--- src/tsens_pkg.sv ---
// Shared constants, types and helpers for the sensor command port
package tsens_pkg;

    // ****************************************************
    // Bus addresses and command bytes
    // ****************************************************
    localparam logic [6:0] ADDR_LOW = 7'h4a;
    localparam logic [6:0] ADDR_HIGH = 7'h4b;
    localparam logic [7:0] CMD_MSB_STRETCH = 8'h2c;
    localparam logic [7:0] CMD_MSB_NOSTRETCH = 8'h24;
    localparam logic [7:0] CMD_S_HIGH = 8'h06;
    localparam logic [7:0] CMD_S_MED = 8'h0d;
    localparam logic [7:0] CMD_S_LOW = 8'h10;
    localparam logic [7:0] CMD_N_HIGH = 8'h00;
    localparam logic [7:0] CMD_N_MED = 8'h0b;
    localparam logic [7:0] CMD_N_LOW = 8'h16;
    localparam logic [1:0] REP_LOW = 2'h0;
    localparam logic [1:0] REP_MED = 2'h1;
    localparam logic [1:0] REP_HIGH = 2'h2;

    // ****************************************************
    // Checksum
    // ****************************************************
    localparam logic [7:0] CRC_POLY = 8'h31;
    localparam logic [7:0] CRC_INIT = 8'hff;

    // ****************************************************
    // Timing
    // ****************************************************
    localparam int CLK_PERIOD_NS = 8;
    localparam int POWERUP_WAIT_TIME_NS = 1500000;
    localparam int MEAS_LOW_NS = 4500000;
    localparam int MEAS_MED_NS = 6500000;
    localparam int MEAS_HIGH_NS = 15500000;
    localparam int POWERUP_CYC = POWERUP_WAIT_TIME_NS / CLK_PERIOD_NS;
    localparam int MEAS_LOW_CYC = MEAS_LOW_NS / CLK_PERIOD_NS;
    localparam int MEAS_MED_CYC = MEAS_MED_NS / CLK_PERIOD_NS;
    localparam int MEAS_HIGH_CYC = MEAS_HIGH_NS / CLK_PERIOD_NS;
    localparam int CNT_W = 21;
    localparam logic [3:0] BITS_PER_BYTE = 4'h8;

    typedef enum logic [7:0] {
        ST_IDLE = 8'h01,
        ST_HDR = 8'h02,
        ST_WBYTE = 8'h04,
        ST_WACK = 8'h08,
        ST_RBYTE = 8'h10,
        ST_RACK = 8'h20,
        ST_STRETCH = 8'h40,
        ST_IGNORE = 8'h80
    } port_state_t;

    function automatic logic [7:0] crc8(input logic [15:0] d);
        logic [7:0] c;
        c = CRC_INIT;
        for (int i = 15; i >= 0; i--)
        begin
            if (c[7] ^ d[i])
                c = {c[6:0], 1'b0} ^ CRC_POLY;
            else
                c = {c[6:0], 1'b0};
        end
        return c;
    endfunction : crc8

endpackage : tsens_pkg

--- src/pins_if.sv ---
// Synchronised pin levels and bus events passed to the port logic
`timescale 1ns/1ps
interface pins_if;
    logic scl;
    logic sda;
    logic addr;
    logic rst_low;
    logic scl_rise;
    logic scl_fall;
    logic start;
    logic stop;
    modport src (output scl, sda, addr, rst_low, scl_rise, scl_fall,
        start, stop);
    modport dst (input scl, sda, addr, rst_low, scl_rise, scl_fall,
        start, stop);
endinterface : pins_if

--- src/tsens_port.sv ---
// Serial command port of the temperature sensor, target side
`timescale 1ns/1ps
module tsens_port
    import tsens_pkg::*;
#(
    parameter int PU_CYC = POWERUP_CYC,
    parameter int M_LOW_CYC = MEAS_LOW_CYC,
    parameter int M_MED_CYC = MEAS_MED_CYC,
    parameter int M_HIGH_CYC = MEAS_HIGH_CYC
)
(
    input wire logic mclk,
    input wire logic rst,
    input wire logic scl_i,
    output logic scl_o,
    output logic scl_oe,
    input wire logic sda_i,
    output logic sda_o,
    output logic sda_oe,
    input wire logic addr_sel,
    input wire logic pin_reset_low,
    input wire logic alert_cond,
    output logic alert,
    input wire logic [15:0] temp_in,
    output logic meas_start,
    output logic [1:0] meas_rep,
    output logic meas_busy,
    output logic idle,
    output logic wr_valid,
    output logic [15:0] wr_cmd,
    output logic [15:0] wr_data
);
    pins_if p ();

    pin_sync u_sync (
        .mclk(mclk),
        .rst(rst),
        .scl_i(scl_i),
        .sda_i(sda_i),
        .addr_sel(addr_sel),
        .pin_reset_low(pin_reset_low),
        .pins(p)
    );

    // ****************************************************
    // Power-up wait
    // ****************************************************
    logic [CNT_W-1:0] pu_cnt_r, pu_cnt_nxt;
    logic ready_r, ready_nxt;

    always_comb
    begin
        pu_cnt_nxt = pu_cnt_r;
        ready_nxt = ready_r;
        if (p.rst_low)
        begin
            pu_cnt_nxt = '0;
            ready_nxt = 1'b0;
        end
        else if (!ready_r)
        begin
            pu_cnt_nxt = pu_cnt_r + 1'b1;
            if (pu_cnt_r == CNT_W'(PU_CYC - 1))
                ready_nxt = 1'b1;
        end
    end

    // ****************************************************
    // Protocol state
    // ****************************************************
    port_state_t st_r, st_nxt;
    logic [3:0] bit_r, bit_nxt;
    logic [2:0] idx_r, idx_nxt;
    logic [7:0] sh_r, sh_nxt;
    logic [7:0] tx_r, tx_nxt;
    logic [6:0] addr_r, addr_nxt;
    logic rw_r, rw_nxt;
    logic ack_r, ack_nxt;
    logic mack_r, mack_nxt;
    logic [15:0] cmd_r, cmd_nxt;
    logic [15:0] dat_r, dat_nxt;
    logic wrv_r, wrv_nxt;
    logic go, clr;
    logic [3:0] cmd_chk;
    logic busy_r, valid_r, stretch_r;
    logic [15:0] temp_r;

    // Check bits are embedded: only listed words pass
    always_comb
    begin
        cmd_chk = 4'h0;
        if (cmd_r[15:8] == CMD_MSB_STRETCH)
        begin
            case (sh_r)
                CMD_S_HIGH: cmd_chk = {2'b11, REP_HIGH};
                CMD_S_MED: cmd_chk = {2'b11, REP_MED};
                CMD_S_LOW: cmd_chk = {2'b11, REP_LOW};
                default: cmd_chk = 4'h0;
            endcase
        end
        else if (cmd_r[15:8] == CMD_MSB_NOSTRETCH)
        begin
            case (sh_r)
                CMD_N_HIGH: cmd_chk = {2'b10, REP_HIGH};
                CMD_N_MED: cmd_chk = {2'b10, REP_MED};
                CMD_N_LOW: cmd_chk = {2'b10, REP_LOW};
                default: cmd_chk = 4'h0;
            endcase
        end
    end

    function automatic logic [7:0] rd_byte(input logic [2:0] i,
        input logic [15:0] t);
        case (i)
            3'd1: rd_byte = t[15:8];
            3'd2: rd_byte = t[7:0];
            default: rd_byte = crc8(t);
        endcase
    endfunction : rd_byte

    always_comb
    begin
        st_nxt = st_r;
        bit_nxt = bit_r;
        idx_nxt = idx_r;
        sh_nxt = sh_r;
        tx_nxt = tx_r;
        addr_nxt = addr_r;
        rw_nxt = rw_r;
        ack_nxt = ack_r;
        mack_nxt = mack_r;
        cmd_nxt = cmd_r;
        dat_nxt = dat_r;
        wrv_nxt = 1'b0;
        go = 1'b0;
        clr = 1'b0;
        if (!ready_r || p.rst_low)
            st_nxt = ST_IDLE;
        else if (p.start)
        begin
            st_nxt = ST_HDR;
            bit_nxt = 4'h0;
            idx_nxt = 3'd0;
            ack_nxt = 1'b0;
            addr_nxt = p.addr ? ADDR_HIGH : ADDR_LOW;
        end
        else if (p.stop)
            st_nxt = ST_IDLE;
        else
        begin
            case (st_r)
                ST_HDR, ST_WBYTE:
                begin
                    if (p.scl_rise && bit_r != BITS_PER_BYTE)
                    begin
                        sh_nxt = {sh_r[6:0], p.sda};
                        bit_nxt = bit_r + 1'b1;
                    end
                    else if (p.scl_fall && bit_r == BITS_PER_BYTE)
                    begin
                        bit_nxt = 4'h0;
                        st_nxt = ST_WACK;
                        ack_nxt = 1'b1;
                        if (st_r == ST_HDR)
                        begin
                            rw_nxt = sh_r[0];
                            if (sh_r[7:1] != addr_r)
                            begin
                                st_nxt = ST_IGNORE;
                                ack_nxt = 1'b0;
                            end
                            else if (sh_r[0] && !valid_r &&
                                !(busy_r && stretch_r))
                                ack_nxt = 1'b0;
                        end
                        else
                        begin
                            case (idx_r)
                                3'd1: cmd_nxt[15:8] = sh_r;
                                3'd2:
                                begin
                                    cmd_nxt[7:0] = sh_r;
                                    go = cmd_chk[3];
                                    ack_nxt = cmd_chk[3];
                                end
                                3'd3: dat_nxt[15:8] = sh_r;
                                3'd4: dat_nxt[7:0] = sh_r;
                                3'd5: wrv_nxt = (crc8(dat_r) == sh_r);
                                default: ack_nxt = 1'b0;
                            endcase
                        end
                    end
                end
                ST_WACK:
                begin
                    if (p.scl_fall)
                    begin
                        idx_nxt = idx_r + 1'b1;
                        ack_nxt = 1'b0;
                        if (!ack_r)
                            st_nxt = ST_IGNORE;
                        else if (!rw_r)
                            st_nxt = ST_WBYTE;
                        else if (valid_r)
                        begin
                            st_nxt = ST_RBYTE;
                            tx_nxt = rd_byte(3'd1, temp_r);
                        end
                        else
                            st_nxt = ST_STRETCH;
                    end
                end
                ST_STRETCH:
                begin
                    if (valid_r)
                    begin
                        st_nxt = ST_RBYTE;
                        tx_nxt = rd_byte(3'd1, temp_r);
                    end
                    else if (!busy_r)
                        st_nxt = ST_IGNORE;
                end
                ST_RBYTE:
                begin
                    if (p.scl_rise)
                        bit_nxt = bit_r + 1'b1;
                    else if (p.scl_fall)
                    begin
                        if (bit_r == BITS_PER_BYTE)
                        begin
                            bit_nxt = 4'h0;
                            st_nxt = ST_RACK;
                        end
                        else
                            tx_nxt = {tx_r[6:0], 1'b1};
                    end
                end
                ST_RACK:
                begin
                    if (p.scl_rise)
                        mack_nxt = ~p.sda;
                    else if (p.scl_fall)
                    begin
                        idx_nxt = idx_r + 1'b1;
                        if (idx_r == 3'd3)
                            clr = 1'b1;
                        if (mack_r && idx_r < 3'd3)
                        begin
                            st_nxt = ST_RBYTE;
                            tx_nxt = rd_byte(idx_r + 1'b1, temp_r);
                        end
                        else
                            st_nxt = ST_IGNORE;
                    end
                end
                ST_IDLE, ST_IGNORE: st_nxt = st_r;
                default: st_nxt = ST_IDLE;
            endcase
        end
    end

    // ****************************************************
    // Measurement timer
    // ****************************************************
    logic [CNT_W-1:0] mcnt_r, mcnt_nxt;
    logic busy_nxt, valid_nxt, stretch_nxt;
    logic [15:0] temp_nxt;
    logic [1:0] rep_r, rep_nxt;
    logic mstart_r;

    always_comb
    begin
        mcnt_nxt = mcnt_r;
        busy_nxt = busy_r;
        valid_nxt = valid_r;
        stretch_nxt = stretch_r;
        temp_nxt = temp_r;
        rep_nxt = rep_r;
        if (p.rst_low)
        begin
            busy_nxt = 1'b0;
            valid_nxt = 1'b0;
        end
        else if (go)
        begin
            busy_nxt = 1'b1;
            valid_nxt = 1'b0;
            stretch_nxt = cmd_chk[2];
            rep_nxt = cmd_chk[1:0];
            case (cmd_chk[1:0])
                REP_HIGH: mcnt_nxt = CNT_W'(M_HIGH_CYC);
                REP_MED: mcnt_nxt = CNT_W'(M_MED_CYC);
                default: mcnt_nxt = CNT_W'(M_LOW_CYC);
            endcase
        end
        else if (busy_r)
        begin
            mcnt_nxt = mcnt_r - 1'b1;
            if (mcnt_r == CNT_W'(1))
            begin
                busy_nxt = 1'b0;
                valid_nxt = 1'b1;
                temp_nxt = temp_in;
            end
        end
        else if (clr)
            valid_nxt = 1'b0;
    end

    always_ff @(posedge mclk)
    begin
        if (rst)
        begin
            pu_cnt_r <= '0;
            ready_r <= 1'b0;
            st_r <= ST_IDLE;
            bit_r <= 4'h0;
            idx_r <= 3'd0;
            sh_r <= 8'h00;
            tx_r <= 8'hff;
            addr_r <= ADDR_LOW;
            rw_r <= 1'b0;
            ack_r <= 1'b0;
            mack_r <= 1'b0;
            cmd_r <= 16'h0000;
            dat_r <= 16'h0000;
            wrv_r <= 1'b0;
            mcnt_r <= '0;
            busy_r <= 1'b0;
            valid_r <= 1'b0;
            stretch_r <= 1'b0;
            temp_r <= 16'h0000;
            rep_r <= REP_LOW;
            mstart_r <= 1'b0;
            alert <= 1'b0;
        end
        else
        begin
            pu_cnt_r <= pu_cnt_nxt;
            ready_r <= ready_nxt;
            st_r <= st_nxt;
            bit_r <= bit_nxt;
            idx_r <= idx_nxt;
            sh_r <= sh_nxt;
            tx_r <= tx_nxt;
            addr_r <= addr_nxt;
            rw_r <= rw_nxt;
            ack_r <= ack_nxt;
            mack_r <= mack_nxt;
            cmd_r <= cmd_nxt;
            dat_r <= dat_nxt;
            wrv_r <= wrv_nxt;
            mcnt_r <= mcnt_nxt;
            busy_r <= busy_nxt;
            valid_r <= valid_nxt;
            stretch_r <= stretch_nxt;
            temp_r <= temp_nxt;
            rep_r <= rep_nxt;
            mstart_r <= go;
            alert <= alert_cond;
        end
    end

    // ****************************************************
    // Pin drive and outputs
    // ****************************************************
    assign scl_o = 1'b0;
    assign sda_o = 1'b0;
    assign scl_oe = (st_r == ST_STRETCH);
    assign sda_oe = ((st_r == ST_WACK) && ack_r) ||
        ((st_r == ST_RBYTE) && !tx_r[7]);
    assign meas_start = mstart_r;
    assign meas_rep = rep_r;
    assign meas_busy = busy_r;
    assign idle = ready_r && !busy_r && (st_r == ST_IDLE ||
        st_r == ST_IGNORE);
    assign wr_valid = wrv_r;
    assign wr_cmd = cmd_r;
    assign wr_data = dat_r;
endmodule : tsens_port

--- src/pin_sync.sv ---
// Two-stage synchronisers and bus event detection for the pins
`timescale 1ns/1ps
module pin_sync
    import tsens_pkg::*;
(
    input wire logic mclk,
    input wire logic rst,
    input wire logic scl_i,
    input wire logic sda_i,
    input wire logic addr_sel,
    input wire logic pin_reset_low,
    pins_if.src pins
);
    logic [3:0] raw;
    logic [3:0] s1_r;
    logic [3:0] s2_r;
    logic scl_d_r;
    logic sda_d_r;

    assign raw = {pin_reset_low, addr_sel, sda_i, scl_i};

    genvar g;
    generate
        for (g = 0; g < 4; g++)
        begin : g_sync
            always_ff @(posedge mclk)
            begin
                if (rst)
                begin
                    s1_r[g] <= 1'b1;
                    s2_r[g] <= 1'b1;
                end
                else
                begin
                    s1_r[g] <= raw[g];
                    s2_r[g] <= s1_r[g];
                end
            end
        end
    endgenerate

    always_ff @(posedge mclk)
    begin
        if (rst)
        begin
            scl_d_r <= 1'b1;
            sda_d_r <= 1'b1;
        end
        else
        begin
            scl_d_r <= s2_r[0];
            sda_d_r <= s2_r[1];
        end
    end

    assign pins.scl = s2_r[0];
    assign pins.sda = s2_r[1];
    assign pins.addr = s2_r[2];
    assign pins.rst_low = ~s2_r[3];
    assign pins.scl_rise = s2_r[0] & ~scl_d_r;
    assign pins.scl_fall = ~s2_r[0] & scl_d_r;
    assign pins.start = s2_r[0] & scl_d_r & sda_d_r & ~s2_r[1];
    assign pins.stop = s2_r[0] & scl_d_r & ~sda_d_r & s2_r[1];
endmodule : pin_sync

--- config.mk ---
export PLATFORM = sky130hd
export DESIGN_NAME = tsens_port
export DESIGN_NICKNAME = d
export VERILOG_FILES = /design/src/tsens_pkg.sv /design/src/pins_if.sv /design/src/tsens_port.sv /design/src/pin_sync.sv
export SDC_FILE = /design/constraint.sdc
export NUM_CORES = 1
export LEC_CHECK = 0
export ABC_AREA = 1
export BUFFER_PORTS_ARGS = -buffer_cell sky130_fd_sc_hd__buf_2
export CAP_MARGIN = 5
export CORE_ASPECT_RATIO = 0.7
export CORE_MARGIN = 2
export CORE_UTILIZATION = 55
export CTS_CLUSTER_DIAMETER = 200
export CTS_CLUSTER_SIZE = 16
export DETAILED_ROUTE_END_ITERATION = 16
export GPL_ROUTABILITY_DRIVEN = 0
export PLACE_DENSITY_LB_ADDON = 0.1
export SLEW_MARGIN = 0
export SYNTH_ARGS = -nofsm -noshare
export SYNTH_HDL_FRONTEND = slang
export SYNTH_SLANG_ARGS = --single-unit
--- constraint.sdc ---
create_clock -name mclk -period 2.98 [get_ports mclk]
set_input_delay 0.298 -clock mclk [delete_from_list [all_inputs] [get_ports mclk]]
set_output_delay 0.298 -clock mclk [all_outputs]
set_load 0.05 [all_outputs]
; Word-level counts from Yosys, hierarchy flattened
; Cells that the tools add are included.
[classes]
n_eq_ne = 62
n_mux = 365
n_reduce_logical = 52
n_lt_le_gt_ge = 1
bitwise = 82
n_addsub = 4
[op_table]
columns = operator, count
row1 = $mux W8, 272
row2 = $mux W6, 32
row3 = $not A3 Y3, 30
row4 = $ne A4 B4 Y1 const B, 12
row5 = $pmux W8 S6, 1
row6 = $mux W21, 2
row7 = $pmux W21 S2, 1
row8 = $mux W4, 9
row9 = $mux W1, 32
row10 = $pmux W8 S4, 1
row11 = $reduce_and A8 Y1, 4
row12 = $xor A1 B1 Y1, 30
row13 = $ne A2 B2 Y1 const B, 13
row14 = $eq A8 B4 Y1 const B, 3
row15 = $eq A8 B5 Y1 const B, 3
row16 = $eq A8 B6 Y1 const B, 3
row17 = $pmux W4 S3, 2
row18 = $add A21 B1 Y21 const B, 1
row19 = $eq A21 B1 Y1 const B, 1
row20 = $eq A21 B18 Y1 const B, 1
row21 = $sub A21 B1 Y21 const B, 1
row22 = $reduce_and A10 Y1, 2
row23 = $eq A8 B3 Y1 const B, 2
row24 = $pmux W8 S2, 1
row25 = 44 further kinds, 107
[totals]
regBits = 150
elab_cells = 601
inputBits = 23

; Longest topological paths before layout
[logic_depth]
word_depth = 160
ltp_mapped = 19
ltp_nobuf = 19

; Cells and area by module
; From an unflattened synthesis, not the netlist that was laid out.
[unflattened]
cells_unflattened = 1272
hier_area_um2 = 8370.5
[by_module_without_submodules]
columns = module, n_inst, cells_each, seq_area_each_um2, area_per_inst_um2
row1 = tsens_port, 1, 1239, 2682.6, 8064.0
row2 = pin_sync, 1, 33, 200.2, 306.5

; Least setup slack after synthesis
; Ideal clock, no wire load.
[synth_path]
path_type = register to register
from = register st_r[1]
to = register st_r[1]
synth_period_minus_slack_ps = 3203
arrival_ps = 3134
stages_incl_launch_ff = 12
n_path_buf = 0
setup_time_ps = 70
slack_ps = -223
path_cell_list = dfxtp_1 -> nor2_1 -> nand2_1 -> nor4_1 -> inv_1 -> nor2_1 -> nand2_1 -> nand3_2 -> inv_1 -> nor2_1 -> nand2_1 -> a21oi_1
[synth_lines]
columns = element, line
row1 = "start, declared", tsens_port.sv:71  ; port_state_t st_r, st_nxt;
row2 = "start signal, assigned", tsens_port.sv:341  ; st_r <= st_nxt;
row3 = $eq A8 B7 Y1 *, --
row4 = net scl_oe, tsens_port.sv:16  ; output logic scl_oe,
row5 = $pmux W8 S6, tsens_port.sv:151  ; case (st_r)
row6 = $mux W2, tsens_port.sv:147  ; else if (p.stop)
row7 = $mux W2, tsens_port.sv:139  ; else if (p.start)
; The timed path passes the listed nets; every way through them passes the cells marked *. The select of a mux whose other input is x is not followed.
; A chain may end at the register's enable or synchronous reset.

; Worst setup path after layout
[layout_path]
from = register u_sync.s2_r[0], in the netlist u_sync.pins.scl
to = register cmd_r[13], in the netlist wr_cmd[13]
[layout_between]
elab_chain_len = 5
[layout_lines]
columns = element, line
row1 = "start, declared", pin_sync.sv:16  ; logic [3:0] s2_r;
row2 = "start signal, assigned by index", pin_sync.sv:36  ; s2_r[g] <= s1_r[g];
row3 = $and A1 B1 Y1, "pin_sync.sv:62, pin_sync.sv:63"
row4 = $and A1 B1 Y1 (on tied branches) (2 in a row), "pin_sync.sv:63, pin_sync.sv:62"
row5 = $not A1 Y1 (no source line), --
row6 = $reduce_and A8 Y1 (no source line) *, --
row7 = "end signal, assigned", tsens_port.sv:350  ; cmd_r <= cmd_nxt;
row8 = "end, declared", tsens_port.sv:80  ; logic [15:0] cmd_r, cmd_nxt;
; Mark *: on every way between the ends. The rest lies on a longest branch, timed or not.

==> impl_metrics.env <==
export IMPL_synthCells=1178
export IMPL_ys_seq_area_share_pct=35.4
export IMPL_finalMaxSlewViolations=0
export IMPL_die_height_um=106
export IMPL_cp_max_fo=16
export IMPL_synth_ff_type="dfxtp_1"
export IMPL_post_synth_top_count_cell="nand2_1"
export IMPL_drt_iter0_markers=575
export IMPL_synthAdderAreaFrac_pct=2.61
export IMPL_maxCapViolCount=0
export IMPL_synth_compound_area_share_pct=17.6
export IMPL_synth_common_cells="nand2_1 (237), dfxtp_1 (144), inv_1 (135)"
export IMPL_finalCritPeriodShare_pct=85.0
export IMPL_cts_root_buf="clkbuf_16"
export IMPL_netlist_area_um2=8150
export IMPL_status="finished clean"
export IMPL_syn_area_per_cell_um2=6.92
export IMPL_wl_per_cell_um=14.2
export IMPL_synth_top_family_by_area="simple AND/OR/NAND/NOR gates"
export IMPL_drive_above_1_share_pct=11.9
export IMPL_worst_pin_slew_ns=0.683
export IMPL_path_clk_slew_ns=0.06
export IMPL_startpoint_type="flip-flop"
export IMPL_crit_arrival_ns=2.89
export IMPL_nets=1276
export IMPL_fill_cells=1382
export IMPL_start_util_pct=55.9
export IMPL_ant_nets=0
export IMPL_antenna_found_initial=0
export IMPL_vias=7795
export IMPL_crit_type="reg -> reg"
export IMPL_fmaxAchievable_ghz=0.395
export IMPL_clock_sinks=144
export IMPL_core_um2=14600
export IMPL_cts_setup_buffers=0
export IMPL_clkLatencyLatePin_ns=0.42
export IMPL_setup_viol=0
export IMPL_synthArstFlopShare_pct=0
export IMPL_finalCriticalPeriod_ns=2.53
export IMPL_die_area_um2=15800
export IMPL_htree_levels=4
export IMPL_ioPinCount=66
export IMPL_min_path_type="in -> reg"
export IMPL_fin_hold_ws_ns=0.0541
export IMPL_synthDistinctLibCells=58
export IMPL_p_leak_nw=3.94
export IMPL_max_slew_margin_pct=53.3
export IMPL_hpwl_um=15100
export IMPL_ctsHoldBuffers=0
export IMPL_fp_row_count=37
export IMPL_path_cells="ha_1 > nand3_2 > inv_1 > nor2_2 > nand2_1 > nor3_1 > and3_1 > o21ai_0 > a21oi_1"
export IMPL_rsz0062_at_grt="no"
export IMPL_final_hold_viol_count=0
export IMPL_drc=0
export IMPL_yosysWarnings=0
export IMPL_finalSetupTns_ns=0
export IMPL_grt_pass1_wl_um=33900
export IMPL_grt_pass1_vias=6934
export IMPL_syn_to_final_growth_pct=12.2
export IMPL_synth_edff_count=0
export IMPL_synth_top_area_cell="dfxtp_1"
export IMPL_wl_um=20500
export IMPL_ys_ff_latch=144
export IMPL_fin_skew_ns=0.00801
export IMPL_crit_path_end_kind="flip-flop"
export IMPL_synth_area_leaders="dfxtp_1 (35%), nand2_1 (11%), inv_1 (6.2%)"
export IMPL_clk_path_buf_depth=2
export IMPL_cpMaxStageDelayCell="and3_1"
export IMPL_cts_buffers=17
export IMPL_cp_required_ns=3.34
export IMPL_cts_tree="built"
export IMPL_grt_total_usage_pct=26.7
export IMPL_port_buffer_count=63
export IMPL_synthSimpleGateAreaFrac_pct=30.8
export IMPL_ctsResizeCount=0
export IMPL_synth_xor_area_share_pct=4.93
export IMPL_ir_drop_mv=0.447
export IMPL_synth_top_area_share_pct=35.4
export IMPL_antennaDiodeCount=0
export IMPL_avgViaCountPerCell=5.40
export IMPL_die_w_um=150
export IMPL_muxShareOfSynthArea_pct=0
export IMPL_powerDensity_nw_per_um2=447
export IMPL_grt_max_degree=57
export IMPL_overflow=0
export IMPL_cp_slowest_stage_delay_ns=0.52
export IMPL_dr_pass1_iters=7
==> power by group <==
group          switching [mW]  internal, mW  total (mW)
sequential            0.00664          1.94        1.94
combinational          0.0735        0.0318       0.105
clock                   0.780          1.26        2.04
==> through the flow <==
step           total power [mW]  worst slack, ns  cell area, µm²  cells  utilization (%)
3_5_place_dp               2.09            0.522            8590   1412             58.9
4_1_cts                    4.12            0.494            9150   1443             62.8
2_1_floorplan              2.05            0.454            8160   1179                -
5_1_grt                    4.22            0.205            9150   1443             62.8
6_report                   4.09            0.448            9150   1443             62.8
3_3_place_gp               2.09            0.581            8590   1412             58.9
==> area by class of cell <==
class / instances / area (µm²) / share of cell area [%]
well taps: 195 / 244 / 2.67
flip-flops and latches: 144 / 2880 / 31.5
clock buffers: 24 / 472 / 5.15
multi-input cells: 861 / 4570 / 49.9
clock inverters: 7 / 85.1 / 0.930
repair buffers: 69 / 360 / 3.94
inverters: 143 / 537 / 5.87
==> sequential cells by signal (all words and copies together) (netlist names), 2 cells and up <==
name	flops
bit_r	4
idx_r	3
mcnt_r	21
meas_rep	2
pu_cnt_r	21
sh_r	8
st_r	8
temp_r	16
tx_r	8
u_sync.s1_r	4
wr_cmd	16
wr_data	16
==> final timing paths <==
kind	start	endpoint	slack [ns]	cells past startpoint
max	u_sync.pins.scl	wr_cmd[13]	0.45	9
min	pin_reset_low	u_sync.s1_r[3]	0.05	2
max reg2reg	u_sync.pins.scl	wr_cmd[13]	0.45	9
min reg2reg	u_sync.s1_r[2]	u_sync.pins.addr	0.43	1
==> cells in the final DEF (no fill, tap or decap), drive strengths merged, types with 27 or more instances in the layout <==
cell type,netlist,final
a21oi,96,96
buf,15,69
dfxtp,144,144
inv,143,143
nand2,243,243
nand3,95,95
nor2,121,121
nor3,33,33
o21ai,98,98
xor2,27,27
==> routing by layer <==
layer  global-route usage, %  wire length [µm]  up-vias
met2                    36.6              8020      225
met4                    7.96               331        0
met3                    6.54              1370       30
met5                       0                 0        -
met1                    40.8             10700     3488
li1                        -                 -     4052
==> logic make-up after synthesis <==
group	after synthesis
flops	144
simple gates	551
buf+inv	174
other cells	1
xor+xnor	45
fa+ha+maj	17
compound gates	246
==> worst max-delay path, delay by kind of cell, from the launching register on <==
kind	cells	cell delay [ns]
AO/OA/AOI/OAI	2	0.30
adder cells (fa/ha/maj)	1	0.23
flip-flops	1	0.33
AND/OR/NAND/NOR	5	1.41
buffers and inverters	1	0.20
No activity file was read; power rests on OpenSTA's default activity.
